## src/hdl/agm_pkg.sv

```systemverilog
/*
  package for the address generation block: register offsets, control field
  positions, reset values and encodings of addressing modes and requests.
  assumes it is compiled before the design module.
*/
package agm_pkg;
  localparam logic [7:0] AGM_OFS_CONTROL = 8'h00;
  localparam logic [7:0] AGM_OFS_X_START = 8'h04;
  localparam logic [7:0] AGM_OFS_X_END = 8'h08;
  localparam logic [7:0] AGM_OFS_Y_START = 8'h0c;
  localparam logic [7:0] AGM_OFS_Y_END = 8'h10;
  localparam logic [7:0] AGM_OFS_REV_CTRL = 8'h14;
  localparam logic [7:0] AGM_OFS_STATUS = 8'h18;
  localparam int AGM_XSEL_LSB = 0;
  localparam int AGM_YSEL_LSB = 4;
  localparam int AGM_REVSEL_LSB = 8;
  localparam int AGM_YEN_BIT = 14;
  localparam int AGM_XEN_BIT = 15;
  localparam int AGM_REVEN_BIT = 15;
  localparam logic [3:0] AGM_SEL_NONE = 4'hf;
  localparam logic [15:0] AGM_CONTROL_RST = 16'h0000;
  localparam logic [15:0] AGM_START_RST = 16'h0000;
  localparam logic [15:0] AGM_END_RST = 16'h0001;
  localparam logic [15:0] AGM_REV_RST = 16'h0000;
  localparam logic [15:0] AGM_CONTROL_MASK = 16'hcfff;
  localparam logic [12:0] AGM_NEAR_MASK = 13'h1fff;
  localparam logic [15:0] AGM_WORD_MASK = 16'hfffe;
  // addressing modes of one address request
  typedef enum logic [2:0] {
    AGM_MODE_DIRECT = 3'd0,
    AGM_MODE_IND = 3'd1,
    AGM_MODE_POST = 3'd2,
    AGM_MODE_PRE = 3'd3,
    AGM_MODE_REGOFS = 3'd4,
    AGM_MODE_LITOFS = 3'd5,
    AGM_MODE_FILE = 3'd6
  } agm_mode_t;
  // instruction class of a request
  typedef enum logic [1:0] {
    AGM_CLS_MCU = 2'd0,
    AGM_CLS_MOVE = 2'd1,
    AGM_CLS_MAC = 2'd2
  } agm_cls_t;
  // bus slave states, one-hot
  typedef enum logic [1:0] {
    AGM_BUS_IDLE = 2'b01,
    AGM_BUS_DATA = 2'b10
  } agm_bus_t;
endpackage

```

## src/hdl/agm_address_generation_modulo.sv

```systemverilog
/*
  address generation with circular buffer correction: one X read unit, one X
  write unit and one Y read unit, each taking a registered request and giving
  a registered address and pointer write-back one cycle later; the circular
  and reversed-order controls sit behind an AHB-Lite slave.
  assumes decode supplies pointer and offset values read from the working
  registers, and that the register file writes back on *_wb_valid.
*/
// Decided for this implementation: the register offsets and the AHB-Lite interface to the registers.
`timescale 1ns/1ps
module agm_address_generation_modulo
  import agm_pkg::*;
#(
  parameter int AW = 16
) (
  input wire logic hclk,
  input wire logic hresetn,
  input wire logic hsel,
  input wire logic [31:0] haddr,
  input wire logic [1:0] htrans,
  input wire logic hwrite,
  input wire logic [2:0] hsize,
  input wire logic [31:0] hwdata,
  input wire logic hready,
  output logic [31:0] hrdata,
  output logic hreadyout,
  output logic hresp,
  // X read request
  input wire logic xr_valid,
  input wire agm_pkg::agm_cls_t xr_cls,
  input wire agm_pkg::agm_mode_t xr_mode,
  input wire logic [3:0] xr_ptr_sel,
  input wire logic [AW-1:0] xr_ptr,
  input wire logic [AW-1:0] xr_ofs,
  input wire logic [12:0] xr_file,
  // X write request
  input wire logic xw_valid,
  input wire agm_pkg::agm_cls_t xw_cls,
  input wire agm_pkg::agm_mode_t xw_mode,
  input wire logic [3:0] xw_ptr_sel,
  input wire logic [AW-1:0] xw_ptr,
  input wire logic [AW-1:0] xw_ofs,
  input wire logic [12:0] xw_file,
  input wire logic xw_word,
  // Y read request (MAC only)
  input wire logic yr_valid,
  input wire agm_pkg::agm_cls_t yr_cls,
  input wire agm_pkg::agm_mode_t yr_mode,
  input wire logic [3:0] yr_ptr_sel,
  input wire logic [AW-1:0] yr_ptr,
  input wire logic [AW-1:0] yr_ofs,
  // results
  output logic xr_addr_valid,
  output logic [AW-1:0] xr_addr,
  output logic xr_wb_valid,
  output logic [3:0] xr_wb_sel,
  output logic [AW-1:0] xr_wb_data,
  output logic xw_addr_valid,
  output logic [AW-1:0] xw_addr,
  output logic xw_wb_valid,
  output logic [3:0] xw_wb_sel,
  output logic [AW-1:0] xw_wb_data,
  output logic yr_addr_valid,
  output logic [AW-1:0] yr_addr,
  output logic yr_wb_valid,
  output logic [3:0] yr_wb_sel,
  output logic [AW-1:0] yr_wb_data,
  output logic req_error
);
  import agm_pkg::*;

  logic [15:0] control_r;
  logic [15:0] x_start_r;
  logic [15:0] x_end_r;
  logic [15:0] y_start_r;
  logic [15:0] y_end_r;
  logic [15:0] rev_r;
  logic [1:0] err_r;

  // unit 0 = X read, 1 = X write, 2 = Y read
  logic [2:0] u_valid;
  agm_cls_t u_cls [3];
  agm_mode_t u_mode [3];
  logic [3:0] u_sel [3];
  logic [AW-1:0] u_ptr [3];
  logic [AW-1:0] u_ofs [3];
  logic [12:0] u_file [3];
  logic [AW-1:0] u_start [3];
  logic [AW-1:0] u_end [3];
  logic [2:0] u_circ;
  logic [2:0] u_bad;
  logic [AW-1:0] u_ea [3];
  logic [2:0] u_wb;
  logic [AW-1:0] u_wbd [3];

  assign u_valid = {yr_valid, xw_valid, xr_valid};
  assign u_cls[0] = xr_cls;
  assign u_cls[1] = xw_cls;
  assign u_cls[2] = yr_cls;
  assign u_mode[0] = xr_mode;
  assign u_mode[1] = xw_mode;
  assign u_mode[2] = yr_mode;
  assign u_sel[0] = xr_ptr_sel;
  assign u_sel[1] = xw_ptr_sel;
  assign u_sel[2] = yr_ptr_sel;
  assign u_ptr[0] = xr_ptr;
  assign u_ptr[1] = xw_ptr;
  assign u_ptr[2] = yr_ptr;
  assign u_ofs[0] = xr_ofs;
  assign u_ofs[1] = xw_ofs;
  assign u_ofs[2] = yr_ofs;
  assign u_file[0] = xr_file;
  assign u_file[1] = xw_file;
  assign u_file[2] = 13'h0000;
  // X buffer also serves the X write unit; one buffer per space
  assign u_start[0] = x_start_r;
  assign u_start[1] = x_start_r;
  assign u_start[2] = y_start_r;
  assign u_end[0] = x_end_r;
  assign u_end[1] = x_end_r;
  assign u_end[2] = y_end_r;

  wire [3:0] x_pointer_select = control_r[AGM_XSEL_LSB +: 4];
  wire [3:0] y_pointer_select = control_r[AGM_YSEL_LSB +: 4];
  wire x_circular_enable = control_r[AGM_XEN_BIT];
  wire y_circular_enable = control_r[AGM_YEN_BIT];
  wire x_circ_on = x_circular_enable && (x_pointer_select != AGM_SEL_NONE);
  wire y_circ_on = y_circular_enable && (y_pointer_select != AGM_SEL_NONE);
  wire [3:0] rev_sel = control_r[AGM_REVSEL_LSB +: 4];
  // reversed order only on data writes, so only the X write unit sees it
  wire rev_on = rev_r[AGM_REVEN_BIT] && (rev_sel != AGM_SEL_NONE);
  wire xw_rev = rev_on && xw_word && (xw_ptr_sel == rev_sel) &&
                (xw_mode == AGM_MODE_POST || xw_mode == AGM_MODE_PRE);
  wire [AW-1:0] rev_mod = AW'({rev_r[14:0], 1'b0});
  wire [AW-1:0] ptr_rev;
  wire [AW-1:0] mod_rev;
  wire [AW-1:0] sum_rev;
  wire [AW-1:0] rev_ea;
  // carry runs toward the low bits: mirror, add, mirror back
  genvar b;
  generate
    for (b = 0; b < AW; b++) begin : g_mirror
      assign ptr_rev[b] = xw_ptr[AW-1-b];
      assign mod_rev[b] = rev_mod[AW-1-b];
      assign rev_ea[b] = sum_rev[AW-1-b];
    end
  endgenerate
  assign sum_rev = ptr_rev + mod_rev;

  assign u_circ[0] = x_circ_on && (xr_ptr_sel == x_pointer_select);
  assign u_circ[1] = x_circ_on && (xw_ptr_sel == x_pointer_select) && !xw_rev;
  assign u_circ[2] = y_circ_on && (yr_ptr_sel == y_pointer_select);

  genvar g;
  generate
    for (g = 0; g < 3; g++) begin : g_unit
      logic [AW-1:0] raw;
      logic [AW-1:0] stepped;
      logic [AW-1:0] fixed;
      logic [AW-1:0] blen;
      logic is_mac;
      logic mac_ok;
      // result registers kept per unit so each has a single process driving it
      logic av_r;
      logic wbv_r;
      logic [AW-1:0] addr_r;
      logic [AW-1:0] wbd_r;
      logic [3:0] sel_r;
      assign is_mac = (u_cls[g] == AGM_CLS_MAC);
      // plain indirect, indexed on 9/11 only, post by 2/4/6
      assign mac_ok = (g == 1) ? 1'b0 :
        (u_sel[g] == ((g == 0) ? 4'd8 : 4'd10) || u_sel[g] == ((g == 0) ? 4'd9 : 4'd11)) &&
        (u_mode[g] == AGM_MODE_IND ||
         (u_mode[g] == AGM_MODE_REGOFS && u_sel[g] == ((g == 0) ? 4'd9 : 4'd11)) ||
         (u_mode[g] == AGM_MODE_POST && (u_ofs[g] == AW'(2) || u_ofs[g] == AW'(4) ||
          u_ofs[g] == AW'(6))));
      // Y unit serves only MAC reads; X units refuse direct mode as a memory access
      assign u_bad[g] = u_valid[g] && (is_mac ? !mac_ok : (g == 2 || u_mode[g] == AGM_MODE_DIRECT));
      assign stepped = u_ptr[g] + u_ofs[g];
      assign blen = u_end[g] - u_start[g] + AW'(1);
      // magnitude checks on both bounds, one correction only, so steps up to one buffer length wrap
      assign fixed = (stepped > u_end[g]) ? stepped - blen :
                     (stepped < u_start[g]) ? stepped + blen : stepped;
      always_comb begin
        raw = stepped;
        case (u_mode[g])
          AGM_MODE_IND, AGM_MODE_POST: raw = u_ptr[g];
          AGM_MODE_PRE: raw = u_circ[g] ? fixed : stepped;
          AGM_MODE_REGOFS, AGM_MODE_LITOFS: raw = u_circ[g] ? fixed : stepped;
          // move form takes a full-width address, others the near field
          AGM_MODE_FILE: raw = (u_cls[g] == AGM_CLS_MOVE) ? u_ofs[g] : AW'(u_file[g] & AGM_NEAR_MASK);
          default: raw = u_ptr[g];
        endcase
        // post-modify still addresses through the old pointer
        if (g == 1 && xw_rev && u_mode[g] == AGM_MODE_PRE) begin
          raw = rev_ea & AGM_WORD_MASK;
        end
      end
      assign u_ea[g] = (g == 2 || is_mac) ? (raw & AGM_WORD_MASK) : raw;
      // only modifying modes write back; offsets leave the pointer alone
      assign u_wb[g] = u_valid[g] && !u_bad[g] &&
                       (u_mode[g] == AGM_MODE_POST || u_mode[g] == AGM_MODE_PRE);
      assign u_wbd[g] = (g == 1 && xw_rev) ? rev_ea : (u_circ[g] ? fixed : stepped);

      always_ff @(posedge hclk or negedge hresetn) begin
        if (!hresetn) begin
          av_r <= 1'b0;
          wbv_r <= 1'b0;
          addr_r <= '0;
          wbd_r <= '0;
          sel_r <= 4'h0;
        end else begin
          av_r <= u_valid[g] && !u_bad[g] && (u_mode[g] != AGM_MODE_DIRECT);
          wbv_r <= u_wb[g];
          addr_r <= u_ea[g];
          wbd_r <= u_wbd[g];
          sel_r <= u_sel[g];
        end
      end
    end
  endgenerate

  assign xr_addr_valid = g_unit[0].av_r;
  assign xr_addr = g_unit[0].addr_r;
  assign xr_wb_valid = g_unit[0].wbv_r;
  assign xr_wb_sel = g_unit[0].sel_r;
  assign xr_wb_data = g_unit[0].wbd_r;
  assign xw_addr_valid = g_unit[1].av_r;
  assign xw_addr = g_unit[1].addr_r;
  assign xw_wb_valid = g_unit[1].wbv_r;
  assign xw_wb_sel = g_unit[1].sel_r;
  assign xw_wb_data = g_unit[1].wbd_r;
  assign yr_addr_valid = g_unit[2].av_r;
  assign yr_addr = g_unit[2].addr_r;
  assign yr_wb_valid = g_unit[2].wbv_r;
  assign yr_wb_sel = g_unit[2].sel_r;
  assign yr_wb_data = g_unit[2].wbd_r;

  // bus slave: zero wait states, always OKAY
  agm_bus_t bus_r;
  logic [7:0] wadr_r;
  logic wr_r;
  logic err_any_r;
  wire take = hsel && hready && htrans[1];
  wire [7:0] rd_adr = haddr[7:0];
  wire [15:0] wd = hwdata[15:0];
  wire do_wr = (bus_r == AGM_BUS_DATA) && wr_r;
  wire [15:0] rd_val =
    (rd_adr == AGM_OFS_CONTROL) ? control_r :
    (rd_adr == AGM_OFS_X_START) ? x_start_r :
    (rd_adr == AGM_OFS_X_END) ? x_end_r :
    (rd_adr == AGM_OFS_Y_START) ? y_start_r :
    (rd_adr == AGM_OFS_Y_END) ? y_end_r :
    (rd_adr == AGM_OFS_REV_CTRL) ? rev_r :
    (rd_adr == AGM_OFS_STATUS) ? {13'h0000, err_r, err_any_r} : 16'h0000;
  // reading status clears the sticky error bits; a new error wins
  wire st_rd = take && !hwrite && (rd_adr == AGM_OFS_STATUS);
  wire new_err = |u_bad;
  // write strobes, one per register except status; status and unmapped offsets simply store nothing
  wire wr_control = do_wr && (wadr_r == AGM_OFS_CONTROL);
  wire wr_x_start = do_wr && (wadr_r == AGM_OFS_X_START);
  wire wr_x_end = do_wr && (wadr_r == AGM_OFS_X_END);
  wire wr_y_start = do_wr && (wadr_r == AGM_OFS_Y_START);
  wire wr_y_end = do_wr && (wadr_r == AGM_OFS_Y_END);
  wire wr_rev = do_wr && (wadr_r == AGM_OFS_REV_CTRL);

  always_ff @(posedge hclk or negedge hresetn) begin
    if (!hresetn) begin
      bus_r <= AGM_BUS_IDLE;
      wadr_r <= 8'h00;
      wr_r <= 1'b0;
      hrdata <= 32'h0000_0000;
    end else begin
      bus_r <= take ? AGM_BUS_DATA : AGM_BUS_IDLE;
      wadr_r <= rd_adr;
      wr_r <= take && hwrite;
      hrdata <= (take && !hwrite) ? {16'h0000, rd_val} : 32'h0000_0000;
    end
  end

  always_ff @(posedge hclk or negedge hresetn) begin
    if (!hresetn) begin
      control_r <= AGM_CONTROL_RST;
    end else if (wr_control) begin
      control_r <= wd & AGM_CONTROL_MASK;
    end
  end

  // start forced even, end forced odd, so the length is always whole words
  always_ff @(posedge hclk or negedge hresetn) begin
    if (!hresetn) begin
      x_start_r <= AGM_START_RST;
    end else if (wr_x_start) begin
      x_start_r <= wd & AGM_WORD_MASK;
    end
  end

  always_ff @(posedge hclk or negedge hresetn) begin
    if (!hresetn) begin
      x_end_r <= AGM_END_RST;
    end else if (wr_x_end) begin
      x_end_r <= wd | ~AGM_WORD_MASK;
    end
  end

  always_ff @(posedge hclk or negedge hresetn) begin
    if (!hresetn) begin
      y_start_r <= AGM_START_RST;
    end else if (wr_y_start) begin
      y_start_r <= wd & AGM_WORD_MASK;
    end
  end

  always_ff @(posedge hclk or negedge hresetn) begin
    if (!hresetn) begin
      y_end_r <= AGM_END_RST;
    end else if (wr_y_end) begin
      y_end_r <= wd | ~AGM_WORD_MASK;
    end
  end

  always_ff @(posedge hclk or negedge hresetn) begin
    if (!hresetn) begin
      rev_r <= AGM_REV_RST;
    end else if (wr_rev) begin
      rev_r <= wd;
    end
  end

  always_ff @(posedge hclk or negedge hresetn) begin
    if (!hresetn) begin
      err_r <= 2'b00;
      err_any_r <= 1'b0;
    end else begin
      err_r <= {u_bad[2], u_bad[0] | u_bad[1]} | (st_rd ? 2'b00 : err_r);
      err_any_r <= new_err | (st_rd ? 1'b0 : err_any_r);
    end
  end

  always_ff @(posedge hclk or negedge hresetn) begin
    if (!hresetn) begin
      req_error <= 1'b0;
    end else begin
      req_error <= new_err;
    end
  end

  assign hreadyout = 1'b1;
  assign hresp = 1'b0;
endmodule

```

## config.mk

```make
export PLATFORM = sky130hd
export DESIGN_NAME = agm_address_generation_modulo
export DESIGN_NICKNAME = d
export VERILOG_FILES = /design/src/hdl/agm_pkg.sv /design/src/hdl/agm_address_generation_modulo.sv
export SDC_FILE = /design/constraint.sdc
export NUM_CORES = 1
export LEC_CHECK = 0
export ABC_AREA = 1
export BUFFER_PORTS_ARGS = -buffer_cell sky130_fd_sc_hd__buf_2
export CAP_MARGIN = 10
export CORE_AREA = 2 2 175 305
export CTS_BUF_LIST = sky130_fd_sc_hd__clkbuf_8 sky130_fd_sc_hd__clkbuf_16
export CTS_CLUSTER_DIAMETER = 200
export DETAILED_ROUTE_END_ITERATION = 6
export DIE_AREA = 0 0 177 307
export GPL_TIMING_DRIVEN = 0
export PLACE_DENSITY = 0.73
export SKIP_CTS_REPAIR_TIMING = 1
export SLEW_MARGIN = 20
export SYNTH_ARGS = -nofsm -noshare
export SYNTH_HDL_FRONTEND = slang
export SYNTH_SLANG_ARGS = --single-unit
```

## constraint.sdc

```tcl
create_clock -name hclk -period 8.2 [get_ports hclk]
set_clock_uncertainty 0.1 [all_clocks]
set_input_delay 0.41 -clock hclk [delete_from_list [all_inputs] [get_ports hclk]]
set_output_delay 0.41 -clock hclk [all_outputs]
set_load 0.05 [all_outputs]
```

# ---- After elaboration in Yosys (flattened, before gate mapping)
# Cells that the tools add are included.
dict set report word_totals {
  out_inout_bits 149
  input_bits 227
  elab_cells 208
  regBits 234
}
dict set report classes {
  muxes 33
  magnitude_cmp 6
  addsub 14
  n_bitwise 3
  n_reduce_logical 72
  eq_ne 52
}
# operator n
set ops {}
lappend ops {{$mux 16} 21}
lappend ops {{$add 16x16->16} 6}
lappend ops {{$pmux 16 s2} 3}
lappend ops {{$sub 16x16->16} 5}
lappend ops {{$eq 16x3->1 const B} 4}
lappend ops {{$gt 16x16->1} 3}
lappend ops {{$lt 16x16->1} 3}
lappend ops {{$logic_and 1x1->1} 41}
lappend ops {{$eq 8x5->1 const B} 5}
lappend ops {{$add 16x1->16 const B} 2}
lappend ops {{$eq 16x2->1 const B} 2}
lappend ops {{$eq 8x4->1 const B} 4}
lappend ops {{$eq 3x3->1 const B} 9}
lappend ops {{$eq 3x2->1 const B} 6}
lappend ops {{$add 16x15->16} 1}
lappend ops {{$eq 4x4->1} 4}
lappend ops {{$eq 4x4->1 const B} 4}
lappend ops {{$eq 8x3->1 const B} 2}
lappend ops {{$logic_not 8->1} 2}
lappend ops {{$logic_or 1x1->1} 13}
lappend ops {{$ne 4x4->1 const B} 3}
lappend ops {{$reduce_or 3->1} 4}
lappend ops {{$reduce_bool 3->1} 3}
lappend ops {{$eq 2x2->1 const B} 4}
lappend ops {{9 further kinds} 26}

# ---- Depth between registers and ports, before layout
dict set report depth {
  depth_word 12
  depth_mapped 30
  mapped_depth_nobuf 29
}

# ---- Worst setup path after synthesis
# Ideal clock, no wire load.
dict set report synth_path {
  path_type {reg-to-reg}
  startpoint {reg x_start_r[1]}
  endpoint {reg g_unit[0].addr_r[14], in the netlist xr_addr[14]}
  setup_time_ns 0.121
  path_stages_with_launch 26
  slack_ns 4.316
  synth_period_minus_slack_ns 3.884
  n_path_buf 0
  arrival_time_ns 3.663
  path_cell_list {dfrtp_1 ha_1 inv_1 fa_1 nand2_1 nand3_1 nand3_1 nand2_1 a31o_2 xnor2_1 inv_1 ha_1 inv_1 nand2_1 nor3_1 nand3_1 nand3_1 nand2_1 nand2_1 a21oi_1 nand2_1 nand2_1 o211ai_1 o21ai_1 nand2_1 nand2_1}
}
# item line
set synth_rtl {}
lappend synth_rtl {{start: declaration} agm_address_generation_modulo.sv:73} ;# logic [15:0] x_start_r;
lappend synth_rtl {{start signal: assignment} agm_address_generation_modulo.sv:294} ;# x_start_r <= wd & AGM_WORD_MASK;
lappend synth_rtl {{end signal: assignment} agm_address_generation_modulo.sv:215} ;# addr_r <= u_ea[g];
lappend synth_rtl {{end: declaration} agm_address_generation_modulo.sv:166} ;# logic [AW-1:0] addr_r;

==> flow_metrics.py <==
metrics = {
    "floorplan": {
        "core_um2": 52100,
        "die_h_um": 307,
        "row_count": 111,
        "fp.dieW_um": 177,
        "pin_count": 376,
        "fp.dieArea_um2": 54300,
        "start_util": 0.423,
    },
    "logic_synthesis": {
        "synth_async_sr_flop_share": 1.00,
        "synth-main-ff-cell": "dfrtp_1",
        "syn_area_um2": 22000,
        "synthCells": 3059,
        "ys_types": 69,
        "yosysWarnings": 0,
        "synth_edf_count": 0,
        "synth_area_per_cell_um2": 7.21,
        "yosysSeqAreaShare": 0.266,
        "ys_seq_elements": 234,
    },
    "clocking": {
        "clockRootBuffer": "clkbuf_16",
        "cts_max_path_buffers": 3,
        "cts.clk_slew.worst_paths_ps": 70,
        "cts_buffers": 25,
        "htree_levels": 1,
        "cts_tree": "yes",
        "cts_num_sinks": 234,
        "clock_latency_ps": 570,
    },
    "power_and_ir_drop": {
        "vdd_ir_drop_max_mv": 0.184,
        "p_int_mw": 2.41,
        "p_sw_mw": 1.95,
        "clkPwrFrac": 0.266,
        "combPwrFrac": 0.443,
        "p_sw_frac": 0.448,
        "power_leakage_nw": 14.2,
        "pwr-share-seq": 0.291,
        "power_density_nw_per_um2": 170,
    },
    "route": {
        "firstDrtPassIters": 6,
        "wl_per_cell_um": 21.6,
        "vias": 22800,
        "drt_iter0_drc": 1472,
        "drc": 0,
        "via_per_inst": 5.51,
        "wl_um": 89200,
        "ant_nets": 0,
    },
    "global_route": {
        "antenna_found_initial": 1,
        "overflow": 0,
        "grt_max_degree": 99,
        "grt_use_total": 0.323,
        "grt_pass1_vias": 22900,
        "grt_pass1_wl_um": 131000,
    },
    "timing": {
        "setup_viol": 0,
        "setup_tns_ps": 0,
        "whs_ps": -20.4,
        "fin_crit_sh": 0.655,
        "rsz0062_at_grt": "false",
        "period_needed_ps": 5370,
        "max_slew_margin": 0.202,
        "tightest_slew_ps": 1190,
        "timing.fmax_ghz": 0.186,
        "hold_violations": 4,
        "drv_slew": 0,
    },
    "worst_setup_path": {
        "r2r_setup_slack_ps": 2830,
        "cp.required_ps": 8550,
        "startpoint_type": "flip-flop",
        "slowest_delay_ps": 460,
        "critPathMaxFanout": 6,
        "cp.arrival_ps": 5720,
        "slowest_stage": "fa_1",
        "cp-end-kind": "flip-flop",
        "worst_path_most_repeated_cell": "nand2_1",
        "critical_path_class": "flip-flop to flip-flop",
    },
    "final_layout": {
        "drive_gt1_frac": 0.141,
        "nNetsFinal": 3962,
        "syn2layout_area_growth_pct": 16.2,
        "num_antenna_cells": 0,
    },
    "run": {
        "maxCapViolations": 0,
    },
    "placement": {
        "hpwl_um": 74800,
        "io_buffers": 312,
        "place.gp.congestion": 1.03,
    },
    "status": {
        "status": "complete, but fails checks",
        "violations": "hold timing",
    },
    "min_path": {
        "hp-class": "input pin to flip-flop",
    },
}
==> sequential cells by signal, indices dropped and copies added, names as in the netlist, 16 cells and up <==
signal	cells
hrdata	16
rev_r	16
xr_addr	16
xr_wb_data	16
xw_addr	16
xw_wb_data	16
yr_wb_data	16
==> power by group through the flow <==
stage	combinational, mW	sequential [mW]	clock (mW)
after global placement	1.89	1.29	0
after floorplan	0.958	1.60	0
after CTS	1.90	1.27	1.17
final	1.93	1.27	1.16
after global routing	2.08	1.27	1.21
after detailed placement	1.89	1.29	0
==> per-layer routing <==
metal	part of all wire	routed length [µm]	global-route usage	vias up
met1	0.31	27200	0.275	10500
met2	0.51	45400	0.595	922
met4	0.14	12100	0.361	0
li1	-	-	-	10900
met5	0	0	0	-
met3	0.050	4480	0.0477	429
==> final timing paths <==
path,from,end,cells after the start
max in group asynchronous,hresetn,bus_r[0]$_DFF_PN1_,4
setup / recovery,x_end_r[1]$_DFFE_PN0P_,xr_addr[14]$_DFF_PN0_,26
hold / removal,xw_valid,xw_addr_valid$_DFF_PN0_,3
min in group asynchronous,hresetn,yr_addr[3]$_DFF_PN0_,2
setup reg to reg,x_end_r[1]$_DFFE_PN0P_,xr_addr[14]$_DFF_PN0_,26
hold reg to reg,x_start_r[12]$_DFFE_PN0P_,x_start_r[12]$_DFFE_PN0P_,2
==> layout by cell type, fill, tap and decap left out, types with 11 or more instances in the layout <==
cell type / n
clkbuf_16: 25
o21bai_1: 28
a31oi_1: 28
nand4_1: 25
a211oi_1: 14
o21ai_0: 220
nand3_1: 159
conb_1: 19
a221oi_1: 18
inv_1: 410
o21ai_1: 21
clkbuf_1: 37
o221ai_1: 12
o31ai_1: 11
dfrtp_1: 233
nor4_1: 16
ha_1: 287
xnor2_1: 40
xor2_1: 96
nor3_1: 30
dlygate4sd3_1: 22
buf_4: 22
inv_2: 11
nand2_2: 16
buf_2: 340
o211ai_1: 39
nand2_1: 719
nor2_1: 182
a21oi_1: 226
==> critical path: cells and delay by family (launching register included) <==
kind / cells / cell delay [ps]
compound gates: 4 / 710
xor+xnor: 1 / 330
fa+ha+maj: 3 / 1300
buf+inv: 4 / 700
flops: 1 / 350
simple gates: 14 / 1760
==> layout make-up <==
type / instances / area (µm²)
well taps: 678 / 848
plain buffers: 93 / 499
multi-input cells: 2330 / 14200
clock inverters: 20 / 181
flip-flops and latches: 234 / 5860
fillers: 5371 / 26500
repair buffers: 336 / 1850
clock buffers: 25 / 626
inverters: 419 / 1580
==> through the flow <==
step	worst slack [ps]	util	area (µm²)	power, mW	cells
2_1_floorplan	4320	-	22100	2.56	3076
3_3_place_gp	2350	0.471	24500	3.17	4066
3_5_place_dp	2880	0.472	24600	3.18	4068
4_1_cts	2820	0.487	25400	4.34	4113
5_1_grt	2580	0.492	25600	4.57	4135
6_report	2830	0.492	25600	4.36	4135
==> kinds of logic (layout without fill, tap and decap cells) <==
| logic type | Yosys count | after routing | share of synthesized area |
|---|---|---|---|
| compound gates | 693 | 693 | 0.186 |
| xor+xnor | 137 | 137 | 0.0548 |
| fa+ha+maj | 296 | 296 | 0.171 |
| buf+inv | 512 | 893 | 0.0941 |
| flops | 234 | 234 | 0.266 |
| other cells | 2 | 19 | 0.000341 |
| simple gates | 1185 | 1185 | 0.228 |
==> synth_stat cells (4+ instances only) <==
master / instances / area share
a211oi_1: 14 / 0.0048
a21boi_0: 4 / 0.0014
a21o_1: 7 / 0.0024
a21oi_1: 226 / 0.051
a21oi_2: 10 / 0.0040
a221oi_1: 18 / 0.0072
a22oi_1: 4 / 0.0014
a31o_2: 4 / 0.0016
a31oi_1: 28 / 0.0079
and2_1: 5 / 0.0014
buf_2: 29 / 0.0066
buf_4: 22 / 0.0075
buf_6: 4 / 0.0020
clkbuf_1: 37 / 0.0063
dfrtp_1: 233 / 0.26
fa_1: 9 / 0.0082
ha_1: 287 / 0.16
inv_1: 404 / 0.069
inv_2: 11 / 0.0019
nand2_1: 719 / 0.12
nand2_2: 16 / 0.0045
nand3_1: 159 / 0.036
nand4_1: 25 / 0.0071
nor2_1: 182 / 0.031
nor2_2: 5 / 0.0014
nor3_1: 30 / 0.0068
nor3_2: 4 / 0.0018
nor4_1: 16 / 0.0045
o211ai_1: 39 / 0.013
o21a_1: 9 / 0.0031
o21ai_0: 220 / 0.050
o21ai_1: 21 / 0.0048
o21ai_2: 4 / 0.0016
o21bai_1: 28 / 0.0095
o221ai_1: 12 / 0.0048
o22ai_1: 10 / 0.0028
o31ai_1: 11 / 0.0037
or2_1: 4 / 0.0011
or2_2: 6 / 0.0017
xnor2_1: 40 / 0.016
xor2_1: 96 / 0.038
No activity file was read; power rests on OpenSTA's default activity.
